File: src/include/dmt_pkg.sv
// constants shared by the deadman status and count readback block
// assumes a 16-bit register port and an instruction tick from the core
package dmt_pkg;

  // widths
  localparam int ADDR_W = 4;
  localparam int DATA_W = 16;
  localparam int KEY_W  = 8;
  localparam int CNT_W  = 32;
  localparam int IRQ_N  = 4;

  // register offsets, in register index units
  localparam logic [3:0] OFF_KEY1     = 4'h0;
  localparam logic [3:0] OFF_KEY2     = 4'h1;
  localparam logic [3:0] OFF_STAT     = 4'h2;
  localparam logic [3:0] OFF_CNTL     = 4'h3;
  localparam logic [3:0] OFF_IRQ_STAT = 4'h4;
  localparam logic [3:0] OFF_IRQ_MASK = 4'h5;

  // status register field positions
  localparam int ST_FIRST_KEY_ERROR  = 7;
  localparam int ST_SECOND_KEY_ERROR  = 6;
  localparam int ST_EVENT = 5;
  localparam int ST_WIN   = 0;

  // interrupt status and mask field positions
  localparam int IRQ_FIRST_KEY_ERROR  = 0;
  localparam int IRQ_SECOND_KEY_ERROR  = 1;
  localparam int IRQ_EVENT = 2;
  localparam int IRQ_WIN   = 3;

  // clear key values
  localparam logic [7:0] KEY1_GOOD = 8'h40;
  localparam logic [7:0] KEY2_GOOD = 8'h08;

  // reset values
  localparam logic [7:0]  KEY_RST  = 8'h00;
  localparam logic [31:0] CNT_RST  = 32'h0000_0000;
  localparam logic [15:0] DATA_RST = 16'h0000;
  localparam logic [3:0]  IRQ_RST  = 4'h0;

endpackage

File: src/core/dmt_core.sv
// deadman timer clear keys, status flags and low counter readback
// assumes a single clock, synchronous reset and one-cycle bus strobes
//
// Operation
// - a wrong first clear key write sets the first-key error flag at status bit 7.
// - a wrong second clear key write sets the second-key error flag at status bit 6.
// - counter expiry or a bad key write sets the deadman event flag at status bit 5.
// - status bit 0 shows whether the clear window is open.
// - status bits 15 to 8 and 4 to 1 read zero and ignore writes.
// - the count register returns the low sixteen counter bits and resets to zero.
// - a deadman reset clears both key fields and the error flags.
// - a wrong second key keeps the first key and captures the new second key.
`timescale 1ns/1ps
`default_nettype none
module dmt_core #(
  parameter int ADDR_W = dmt_pkg::ADDR_W,
  parameter int DATA_W = dmt_pkg::DATA_W,
  parameter int KEY_W  = dmt_pkg::KEY_W,
  parameter int CNT_W  = dmt_pkg::CNT_W,
  parameter int IRQ_N  = dmt_pkg::IRQ_N
) (
  input  wire logic              clk_i,
  input  wire logic              rst_i,
  input  wire logic [ADDR_W-1:0] addr_i,
  input  wire logic [DATA_W-1:0] wdata_i,
  input  wire logic              we_i,
  input  wire logic              re_i,
  output logic      [DATA_W-1:0] rdata_o,
  input  wire logic              tick_i,
  input  wire logic              dm_reset_i,
  input  wire logic [CNT_W-1:0]  period_i,
  input  wire logic [CNT_W-1:0]  window_i,
  output logic                   event_o,
  output logic                   irq_o
);

  typedef struct packed {
    logic [KEY_W-1:0]  key1;
    logic [KEY_W-1:0]  key2;
    logic              first_key_error;
    logic              second_key_error;
    logic              event_flag;
    logic              win_q;
    logic [DATA_W-1:0] rdata;
  } dmt_core_state_type;

  dmt_core_state_type s;
  dmt_core_state_type next_s;

  // address decode
  logic key1_we;
  logic key2_we;
  logic ack_we;
  logic mask_we;

  // key checks
  logic [KEY_W-1:0] wkey;
  logic             key1_good;
  logic             key2_good;
  logic             key1_loaded;
  logic             clear_ok;
  logic             first_key_error_set;
  logic             second_key_error_set;

  // counter side
  logic [CNT_W-1:0] count;
  logic             expire;
  logic             window;
  logic             cnt_clr;

  // interrupt side
  logic [IRQ_N-1:0] irq_set;
  logic [IRQ_N-1:0] irq_status;
  logic [IRQ_N-1:0] irq_mask;

  // status word assembled from flags
  logic [DATA_W-1:0] stat_word;

  assign key1_we = we_i && (addr_i == dmt_pkg::OFF_KEY1);
  assign key2_we = we_i && (addr_i == dmt_pkg::OFF_KEY2);
  assign ack_we  = we_i && (addr_i == dmt_pkg::OFF_IRQ_STAT);
  assign mask_we = we_i && (addr_i == dmt_pkg::OFF_IRQ_MASK);

  assign wkey        = wdata_i[KEY_W-1:0];
  assign key1_good   = (wkey == dmt_pkg::KEY1_GOOD);
  assign key2_good   = (wkey == dmt_pkg::KEY2_GOOD);
  assign key1_loaded = (s.key1 == dmt_pkg::KEY1_GOOD);

  // second key only counts after a good first key and inside the window
  assign clear_ok = key2_we && key2_good && key1_loaded && window;

  assign first_key_error_set = key1_we && !key1_good;
  assign second_key_error_set = key2_we && !clear_ok;

  // a good sequence or a deadman reset restarts the count
  assign cnt_clr = clear_ok || dm_reset_i;

  dmt_counter #(
    .CNT_W (CNT_W)
  ) u_counter (
    .clk_i    (clk_i),
    .rst_i    (rst_i),
    .clr_i    (cnt_clr),
    .tick_i   (tick_i),
    .period_i (period_i),
    .window_i (window_i),
    .count_o  (count),
    .expire_o (expire),
    .window_o (window)
  );

  // status layout, unimplemented bits tied low
  always_comb begin
    stat_word = '0;
    stat_word[dmt_pkg::ST_FIRST_KEY_ERROR]  = s.first_key_error;
    stat_word[dmt_pkg::ST_SECOND_KEY_ERROR]  = s.second_key_error;
    stat_word[dmt_pkg::ST_EVENT] = s.event_flag;
    stat_word[dmt_pkg::ST_WIN]   = window;
  end

  always_comb begin
    next_s = s;
    next_s.win_q = window;

    // deadman reset clears first, so a same-cycle set still lands
    if (dm_reset_i) begin
      next_s.key1       = dmt_pkg::KEY_RST;
      next_s.key2       = dmt_pkg::KEY_RST;
      next_s.first_key_error       = 1'b0;
      next_s.second_key_error       = 1'b0;
      next_s.event_flag = 1'b0;
    end

    if (key1_we) begin
      next_s.key1 = wkey;
      if (!key1_good) begin
        next_s.first_key_error = 1'b1;
      end
    end

    if (key2_we) begin
      if (clear_ok) begin
        // good sequence wipes both key fields
        next_s.key1 = dmt_pkg::KEY_RST;
        next_s.key2 = dmt_pkg::KEY_RST;
      end else begin
        // first key stays as it was
        next_s.key2 = wkey;
        next_s.second_key_error = 1'b1;
      end
    end

    if (expire || first_key_error_set || second_key_error_set) begin
      next_s.event_flag = 1'b1;
    end

    // read data stands one cycle; reads touch nothing else
    next_s.rdata = dmt_pkg::DATA_RST;
    if (re_i) begin
      if (addr_i == dmt_pkg::OFF_KEY1) begin
        next_s.rdata[KEY_W-1:0] = s.key1;
      end else if (addr_i == dmt_pkg::OFF_KEY2) begin
        next_s.rdata[KEY_W-1:0] = s.key2;
      end else if (addr_i == dmt_pkg::OFF_STAT) begin
        next_s.rdata = stat_word;
      end else if (addr_i == dmt_pkg::OFF_CNTL) begin
        next_s.rdata = count[DATA_W-1:0];
      end else if (addr_i == dmt_pkg::OFF_IRQ_STAT) begin
        next_s.rdata[IRQ_N-1:0] = irq_status;
      end else if (addr_i == dmt_pkg::OFF_IRQ_MASK) begin
        next_s.rdata[IRQ_N-1:0] = irq_mask;
      end else begin
        next_s.rdata = dmt_pkg::DATA_RST;
      end
    end
  end

  always_ff @(posedge clk_i) begin
    if (rst_i) begin
      s <= '0;
    end else begin
      s <= next_s;
    end
  end

  // interrupt events, window one on its rising edge only
  always_comb begin
    irq_set = '0;
    irq_set[dmt_pkg::IRQ_FIRST_KEY_ERROR]  = first_key_error_set;
    irq_set[dmt_pkg::IRQ_SECOND_KEY_ERROR]  = second_key_error_set;
    irq_set[dmt_pkg::IRQ_EVENT] = expire || first_key_error_set || second_key_error_set;
    irq_set[dmt_pkg::IRQ_WIN]   = window && !s.win_q;
  end

  dmt_sticky #(
    .N (IRQ_N)
  ) u_sticky (
    .clk_i     (clk_i),
    .rst_i     (rst_i),
    .set_i     (irq_set),
    .ack_we_i  (ack_we),
    .mask_we_i (mask_we),
    .wdata_i   (wdata_i[IRQ_N-1:0]),
    .status_o  (irq_status),
    .mask_o    (irq_mask),
    .irq_o     (irq_o)
  );

  assign rdata_o = s.rdata;
  assign event_o = s.event_flag;

endmodule
`default_nettype wire

File: src/core/dmt_counter.sv
// deadman instruction counter with expiry pulse and clear window level
// assumes tick_i is one cycle per counted instruction
`timescale 1ns/1ps
`default_nettype none
module dmt_counter #(
  parameter int CNT_W = dmt_pkg::CNT_W
) (
  input  wire logic             clk_i,
  input  wire logic             rst_i,
  input  wire logic             clr_i,
  input  wire logic             tick_i,
  input  wire logic [CNT_W-1:0] period_i,
  input  wire logic [CNT_W-1:0] window_i,
  output logic      [CNT_W-1:0] count_o,
  output logic                  expire_o,
  output logic                  window_o
);

  typedef struct packed {
    logic [CNT_W-1:0] count;
    logic             expire;
    logic             window;
  } dmt_cnt_state_type;

  dmt_cnt_state_type s;
  dmt_cnt_state_type next_s;

  always_comb begin
    next_s = s;
    next_s.expire = 1'b0;
    if (clr_i) begin
      next_s.count = dmt_pkg::CNT_RST;
    end else if (tick_i) begin
      // period of zero wraps to the full range
      if (s.count == period_i - 1'b1) begin
        next_s.count  = dmt_pkg::CNT_RST;
        next_s.expire = 1'b1;
      end else begin
        next_s.count = s.count + 1'b1;
      end
    end
    next_s.window = !clr_i && (next_s.count >= window_i);
  end

  always_ff @(posedge clk_i) begin
    if (rst_i) begin
      s <= '0;
    end else begin
      s <= next_s;
    end
  end

  assign count_o  = s.count;
  assign expire_o = s.expire;
  assign window_o = s.window;

endmodule
`default_nettype wire

File: src/core/dmt_sticky.sv
// sticky interrupt status with write-one-to-clear and a mask
// assumes set pulses come from the clock domain of clk_i
`timescale 1ns/1ps
`default_nettype none
module dmt_sticky #(
  parameter int N = dmt_pkg::IRQ_N
) (
  input  wire logic         clk_i,
  input  wire logic         rst_i,
  input  wire logic [N-1:0] set_i,
  input  wire logic         ack_we_i,
  input  wire logic         mask_we_i,
  input  wire logic [N-1:0] wdata_i,
  output logic      [N-1:0] status_o,
  output logic      [N-1:0] mask_o,
  output logic              irq_o
);

  typedef struct packed {
    logic [N-1:0] status;
    logic [N-1:0] mask;
  } dmt_irq_state_type;

  dmt_irq_state_type s;
  dmt_irq_state_type next_s;
  logic [N-1:0]      next_status;

  // set wins over a clear in the same cycle
  for (genvar g = 0; g < N; g++) begin : g_bit
    assign next_status[g] = set_i[g] | (s.status[g] & ~(ack_we_i & wdata_i[g]));
  end

  always_comb begin
    next_s = s;
    next_s.status = next_status;
    if (mask_we_i) begin
      next_s.mask = wdata_i;
    end
  end

  always_ff @(posedge clk_i) begin
    if (rst_i) begin
      s <= '0;
    end else begin
      s <= next_s;
    end
  end

  assign status_o = s.status;
  assign mask_o   = s.mask;
  assign irq_o    = |(s.status & s.mask);

endmodule
`default_nettype wire

File: config.mk
export PLATFORM = sky130hd
export DESIGN_NAME = dmt_core
export DESIGN_NICKNAME = d
export VERILOG_FILES = /design/src/include/dmt_pkg.sv /design/src/core/dmt_core.sv /design/src/core/dmt_counter.sv /design/src/core/dmt_sticky.sv
export SDC_FILE = /design/constraint.sdc
export NUM_CORES = 1
export LEC_CHECK = 0
export BUFFER_PORTS_ARGS = -buffer_cell sky130_fd_sc_hd__buf_2
export CORE_ASPECT_RATIO = 1.25
export CORE_MARGIN = 4
export CORE_UTILIZATION = 58
export CTS_BUF_LIST = sky130_fd_sc_hd__clkbuf_8
export DETAILED_ROUTE_END_ITERATION = 7
export PLACE_DENSITY_LB_ADDON = 0.15
export SLEW_MARGIN = 20
export SYNTH_ARGS = -nofsm -noshare
export SYNTH_HDL_FRONTEND = slang
export SYNTH_HIERARCHICAL = 1
export SYNTH_SLANG_ARGS = --single-unit
File: constraint.sdc
create_clock -name clk_i -period 5 [get_ports clk_i]
set_clock_uncertainty 0.1 [all_clocks]
set_input_delay 0.25 -clock clk_i [delete_from_list [all_inputs] [get_ports clk_i]]
set_output_delay 0.25 -clock clk_i [all_outputs]
set_load 0.02 [all_outputs]
# --- Word level (Yosys, flattened, before mapping) ---
# Index checks and enable logic that the tools add are counted.
totals:
  register_bits: 78
  in_bits: 90
  out_inout_bits: 18
  wordCells: 90
op_classes:
  addsub: 2
  n_lt_le_gt_ge: 1
  n_eq_ne: 9
  mux: 20
  n_bitwise: 20
  reduce_logical: 25
ops:
  columns: ["operator", "n"]
  rows:
  - ["32-bit 2-to-1 mux", 2]
  - ["8-bit 2-to-1 mux", 7]
  - ["33-bit 2-to-1 mux", 1]
  - ["32-bit by 1-bit adder with 32-bit output, second input constant", 1]
  - ["32-bit equality test", 1]
  - ["32-bit greater-or-equal comparator", 1]
  - ["32-bit by 1-bit subtractor with 32-bit output, second input constant", 1]
  - ["19-bit 2-to-1 mux", 1]
  - ["8-bit by 7-bit equality test with 1-bit output, second input constant", 2]
  - ["16-bit 2-to-1 mux", 1]
  - ["1-bit logical AND", 11]
  - ["1-bit AND", 8]
  - ["4-bit by 2-bit equality test with 1-bit output, second input constant", 2]
  - ["4-bit by 3-bit equality test with 1-bit output, second input constant", 2]
  - ["8-bit by 4-bit equality test with 1-bit output, second input constant", 1]
  - ["4-bit 2-to-1 mux", 2]
  - ["1-bit NOT", 7]
  - ["1-bit 2-to-1 mux", 6]
  - ["6-bit OR reduction", 1]
  - ["4-bit AND", 1]
  - ["4-bit by 1-bit equality test with 1-bit output, second input constant", 1]
  - ["1-bit zero test", 4]
  - ["4-bit zero test", 1]
  - ["1-bit bitwise OR", 4]
  - ["5 further kinds", 8]

# --- Longest topological paths before layout ---
depth:
  depth_word: 9
  depth_mapped: 20
  depth_no_buf: 19

# --- Cells and area by module ---
# Netlist, hierarchy kept.
modules_own_cells:
  columns: ["module", "instances", "cells_per_inst", "area_each_um2", "seq_area_each_um2"]
  rows:
  - ["dmt_counter", 1, 465, 3530.9, 680.7]
  - ["dmt_core", 1, 184, 1694.1, 720.7]
  - ["dmt_sticky", 1, 33, 315.3, 160.2]

# --- Worst setup path before layout ---
# OpenSTA, ideal clock, no wires.
synth_path:
  kind: "input port to flip-flop"
  start: "input port period_i[13]"
  end: "register u_counter.s (netlist bit u_counter/window_o)"
  setup_time_ns: 0.136
  arrival_ns: 3.976
  t_required_ns: 4.764
  setup_slack_ns: 0.788
  cell_stages: 19
  n_path_buf: 2
  cell_sequence: "or4_4 or3_1 buf_2 or3_1 nor4_2 xnor2_1 nor4_1 and4_1 buf_4 or3_1 ha_1 nand2b_1 a21o_1 a21o_1 a21oi_1 or3_1 a21oi_1 o311ai_0 a31oi_1"
synth_between:
  elab_chain_cells: 7
synth_rtl:
  columns: ["item", "line_no", "source"]
  rows:
  - ["start: declaration", "dmt_core.sv:31", "input wire logic [CNT_W-1:0] period_i,"]
  - ["32-bit by 1-bit subtractor with 32-bit output", "dmt_counter.sv:35", "if (s.count == period_i - 1'b1) begin"]
  - ["32-bit equality test", "dmt_counter.sv:35", null]
  - ["32-bit 2-to-1 mux", "dmt_counter.sv:35", null]
  - ["33-bit 2-to-1 mux", "dmt_counter.sv:33", "end else if (tick_i) begin"]
  - ["32-bit 2-to-1 mux", "dmt_counter.sv:31", "if (clr_i) begin"]
  - ["32-bit greater-or-equal comparator", "dmt_counter.sv:42", "next_s.window = !clr_i && (next_s.count >= window_i);"]
  - ["1-bit logical AND", "dmt_counter.sv:42", null]
  - ["end signal: assignment", "dmt_counter.sv:49", "s <= next_s;"]
  - ["end: declaration", "dmt_counter.sv:25", "dmt_cnt_state_type s;"]
# Every way passes these cells.
# A chain may end at the register's enable or synchronous reset.

==> key figures <==
Outcome
  • Outcome: finished, final reports clean

Finish
  • Syn-to-layout area delta: 11.52%
  • Fin cells: 876
  • Filler cell count: 828
  • Fin nets: 872
  • Multi-input gate area: 0.003508 sq mm
  • Post-layout util: 66.99%
  • Layout cells sized above 1: 18.59%
  • Post-route cell area: 0.006178 sq mm
  • Sequential cell area: 0.001562 sq mm
  • Antenna cells: 0

GRT
  • Total GRT Usage: 26.51%
  • Initial antenna violation count: 0
  • First-pass GRT wire length: 23140 um
  • Largest net degree at the start of global routing: 48
  • Gr ovfl total: 0
  • Vias in the first global route: 5228

Route
  • Via-per-instance ratio: 5.863
  • DRC Markers: 0
  • Drt wl/cell: 16.54 um
  • DR iter-0 viols: 277
  • Vias post-DR: 5136
  • Post-route ant nets: 0
  • Post-Route WL: 14490 um
  • Drt pass-1 iters: 4

STA
  • Final Max Slew Viols: 0
  • RSZ-0062 raised after global routing: false
  • Fmax achieved: 0.2271 GHz
  • Final setup margin: 0.5974 ns
  • Slew margin rel.: 47.48%
  • Final period util: 88.05%
  • Hold Slack: 0.05888 ns
  • Setup TNS: 0 ns
  • Worst slew pin tran: 0.7861 ns
  • Count of final setup violators: 0
  • Final worst path period need: 4.403 ns
  • Final Hold Fails: 0

Worst hold path
  • Hold WC Path Type: in2reg

Critical path
  • Data arrival, critical path: 4.52 ns
  • FF-to-FF End: u_counter/window_o
  • Worst Setup End Kind: flip-flop
  • Worst-path fanout max: 13
  • R2r setup slk: 1.19 ns
  • Cell depth of the worst flop-to-flop path: 16
  • Worst setup startpoint: period_i[13]
  • Worst setup path endpoint: u_counter/window_o
  • Crit start category: input port
  • Critical path type: in2reg
  • Worst path required time: 5.12 ns
  • R2r startpoint: u_counter/count_o[8]

Die
  • Die width: 95.42 um
  • Core area: 0.009223 sq mm
  • Row count: 39
  • Io pins: 108
  • Die Y: 117.3 um
  • Die ar.: 0.01119 sq mm
  • Initial core utilization: 60.07%

Clocking
  • Maximum root-to-sink buffer count: 2
  • Clock root cell: clkbuf_8
  • Post-CTS resize count: 0
  • CTS tree: done
  • Worst-skew pair later-pin latency: 0.36 ns
  • Hold-fix buffers at CTS: 0
  • Clock slew at reported path FFs: 0.08 ns
  • Setup bufs post-CTS: 0
  • H-tree depth: 3
  • Clock Sinks: 78
  • TritonCTS buffer count: 9

Logic synthesis
  • Largest area contributor in the netlist: dfxtp_1
  • Library cells used by synthesis: 65
  • Post-Syn Instances: 682
  • Register area share after synthesis: 28.18%
  • Synthesized net count: 806
  • Cell area after synthesis: 0.005540 sq mm
  • Top post-synthesis cells by count: nor3_1 (79), dfxtp_1 (78), nor2_1 (47)
  • Register bit total from synthesis: 78
  • Dominant synthesized flop cell: dfxtp_1
  • Share of the synthesized area in the top cell type: 28.18%
  • EDFF count, synth: 0
  • Ys async rst share: 0%
  • Most common cell in the netlist: nor3_1
  • Synth Area per Inst: 8.124 sq um
  • Synth Warn #: 6
  • Largest cells by area after synthesis: dfxtp_1 (28%), ha_1 (7.7%), nor3_1 (7.1%)

Placed design
  • DP Cell Count: 860
  • DP Wirelength: 11460 um
  • Pre-CTS setup slack: 0.3148 ns
  • DP Area: 0.005934 sq mm
  • IO buf count: 99
  • Final GP Congestion: 0.9126

Run
  • Max-cap viol count: 0

Power
  • Pwr/cell area: 221.3 mW/mm^2
  • Peak supply drop: 0.1313 mV
  • P_leak: 2.638 nW
  • Total power: 1.367 mW
-- worst min-delay path by stage --
stage | from | endpoint | slack, ns | depth (start not counted)
global placement | s[25] | s[25] | 0.35 | 2
CTS | wdata_i[5] | s[25] | 0.05 | 3
detailed placement | s[20] | s[20] | 0.36 | 1
global route | wdata_i[5] | s[25] | 0.05 | 3
finish | wdata_i[5] | s[25] | 0.06 | 3
floorplan | rst_i | s[25] | 0.22 | 1
-- placed cells by master, fill, tap and decap left out, types with 4 or more instances in the layout --
master / netlist / final
nand2_1: 42 / 42
xnor2_1: 42 / 42
or3_1: 7 / 7
a31oi_1: 5 / 5
clkbuf_8: 0 / 9
o21ai_0: 10 / 10
a21o_1: 12 / 12
nor2b_1: 7 / 7
buf_2: 3 / 99
dfxtp_1: 78 / 78
ha_1: 34 / 34
a211oi_1: 8 / 8
a21oi_1: 23 / 23
a311oi_1: 4 / 4
and3_1: 12 / 12
mux2i_1: 15 / 15
nor3_1: 79 / 79
a22o_1: 6 / 6
xor2_1: 33 / 33
buf_4: 17 / 4
nor2_1: 47 / 47
nor4_1: 6 / 6
nand4_1: 18 / 18
and4_1: 5 / 4
nor4b_1: 5 / 5
inv_1: 44 / 44
nand3_1: 25 / 25
and2_1: 10 / 10
-- metal layers --
| metal | share of wire, % | global-route usage [%] |
|---|---|---|
| met1 | 36 | 26.24 |
| met4 | 3.2 | 13.09 |
| met3 | 4.4 | 4.795 |
| met2 | 56 | 51.99 |
| met5 | 0 | 0 |
-- power by group --
part	leakage (nW)	switching, mW	internal [mW]
Combinational	1.89	0.0946	0.0671
Sequential	0.629	0.00351	0.624
Clock	0.120	0.243	0.334
-- worst max-delay path: stages --
cell	delay, ns
buf_2	0.14
or4_4	0.56
or3_1	0.46
or4_1	0.56
a22oi_1	0.18
o2111ai_1	0.12
nor4_1	0.23
and4_2	0.42
buf_4	0.22
nor3_1	0.07
ha_1	0.28
o2111ai_1	0.23
a31oi_1	0.07
a211oi_1	0.22
a21oi_1	0.09
o311ai_0	0.29
a31oi_1	0.12
-- cells by family (layout without fill, tap and decap cells) --
family / after synthesis / in the layout / share of synthesized area (%)
adders and majority gates: 34 / 34 / 7.678
and+or+nand+nor: 286 / 286 / 27.39
buffers and inverters: 93 / 164 / 8.762
DFF: 78 / 78 / 28.18
muxes: 16 / 16 / 3.116
xor gates and xnor gates: 75 / 75 / 11.86
AOI/OAI and AO/OA: 100 / 100 / 13.01
-- final cells by class --
cell class	count	share of cell area, %
timing repair buffer	104	8.829
clock inverter	7	1.944
inverter	44	2.673
multi-input combinational	511	56.78
clock buffer	9	2.005
sequential	78	25.27
tap	123	2.491
-- sequential cells by signal (all words and copies together) (netlist names) --
name                count
u_counter/count_o      32
u_counter/expire_o      1
event_o                 1
u_sticky/status_o       4
rdata_o                16
u_sticky/mask_o         4
s                      19
u_counter/window_o      1
No activity file was read; power rests on OpenSTA's default activity.
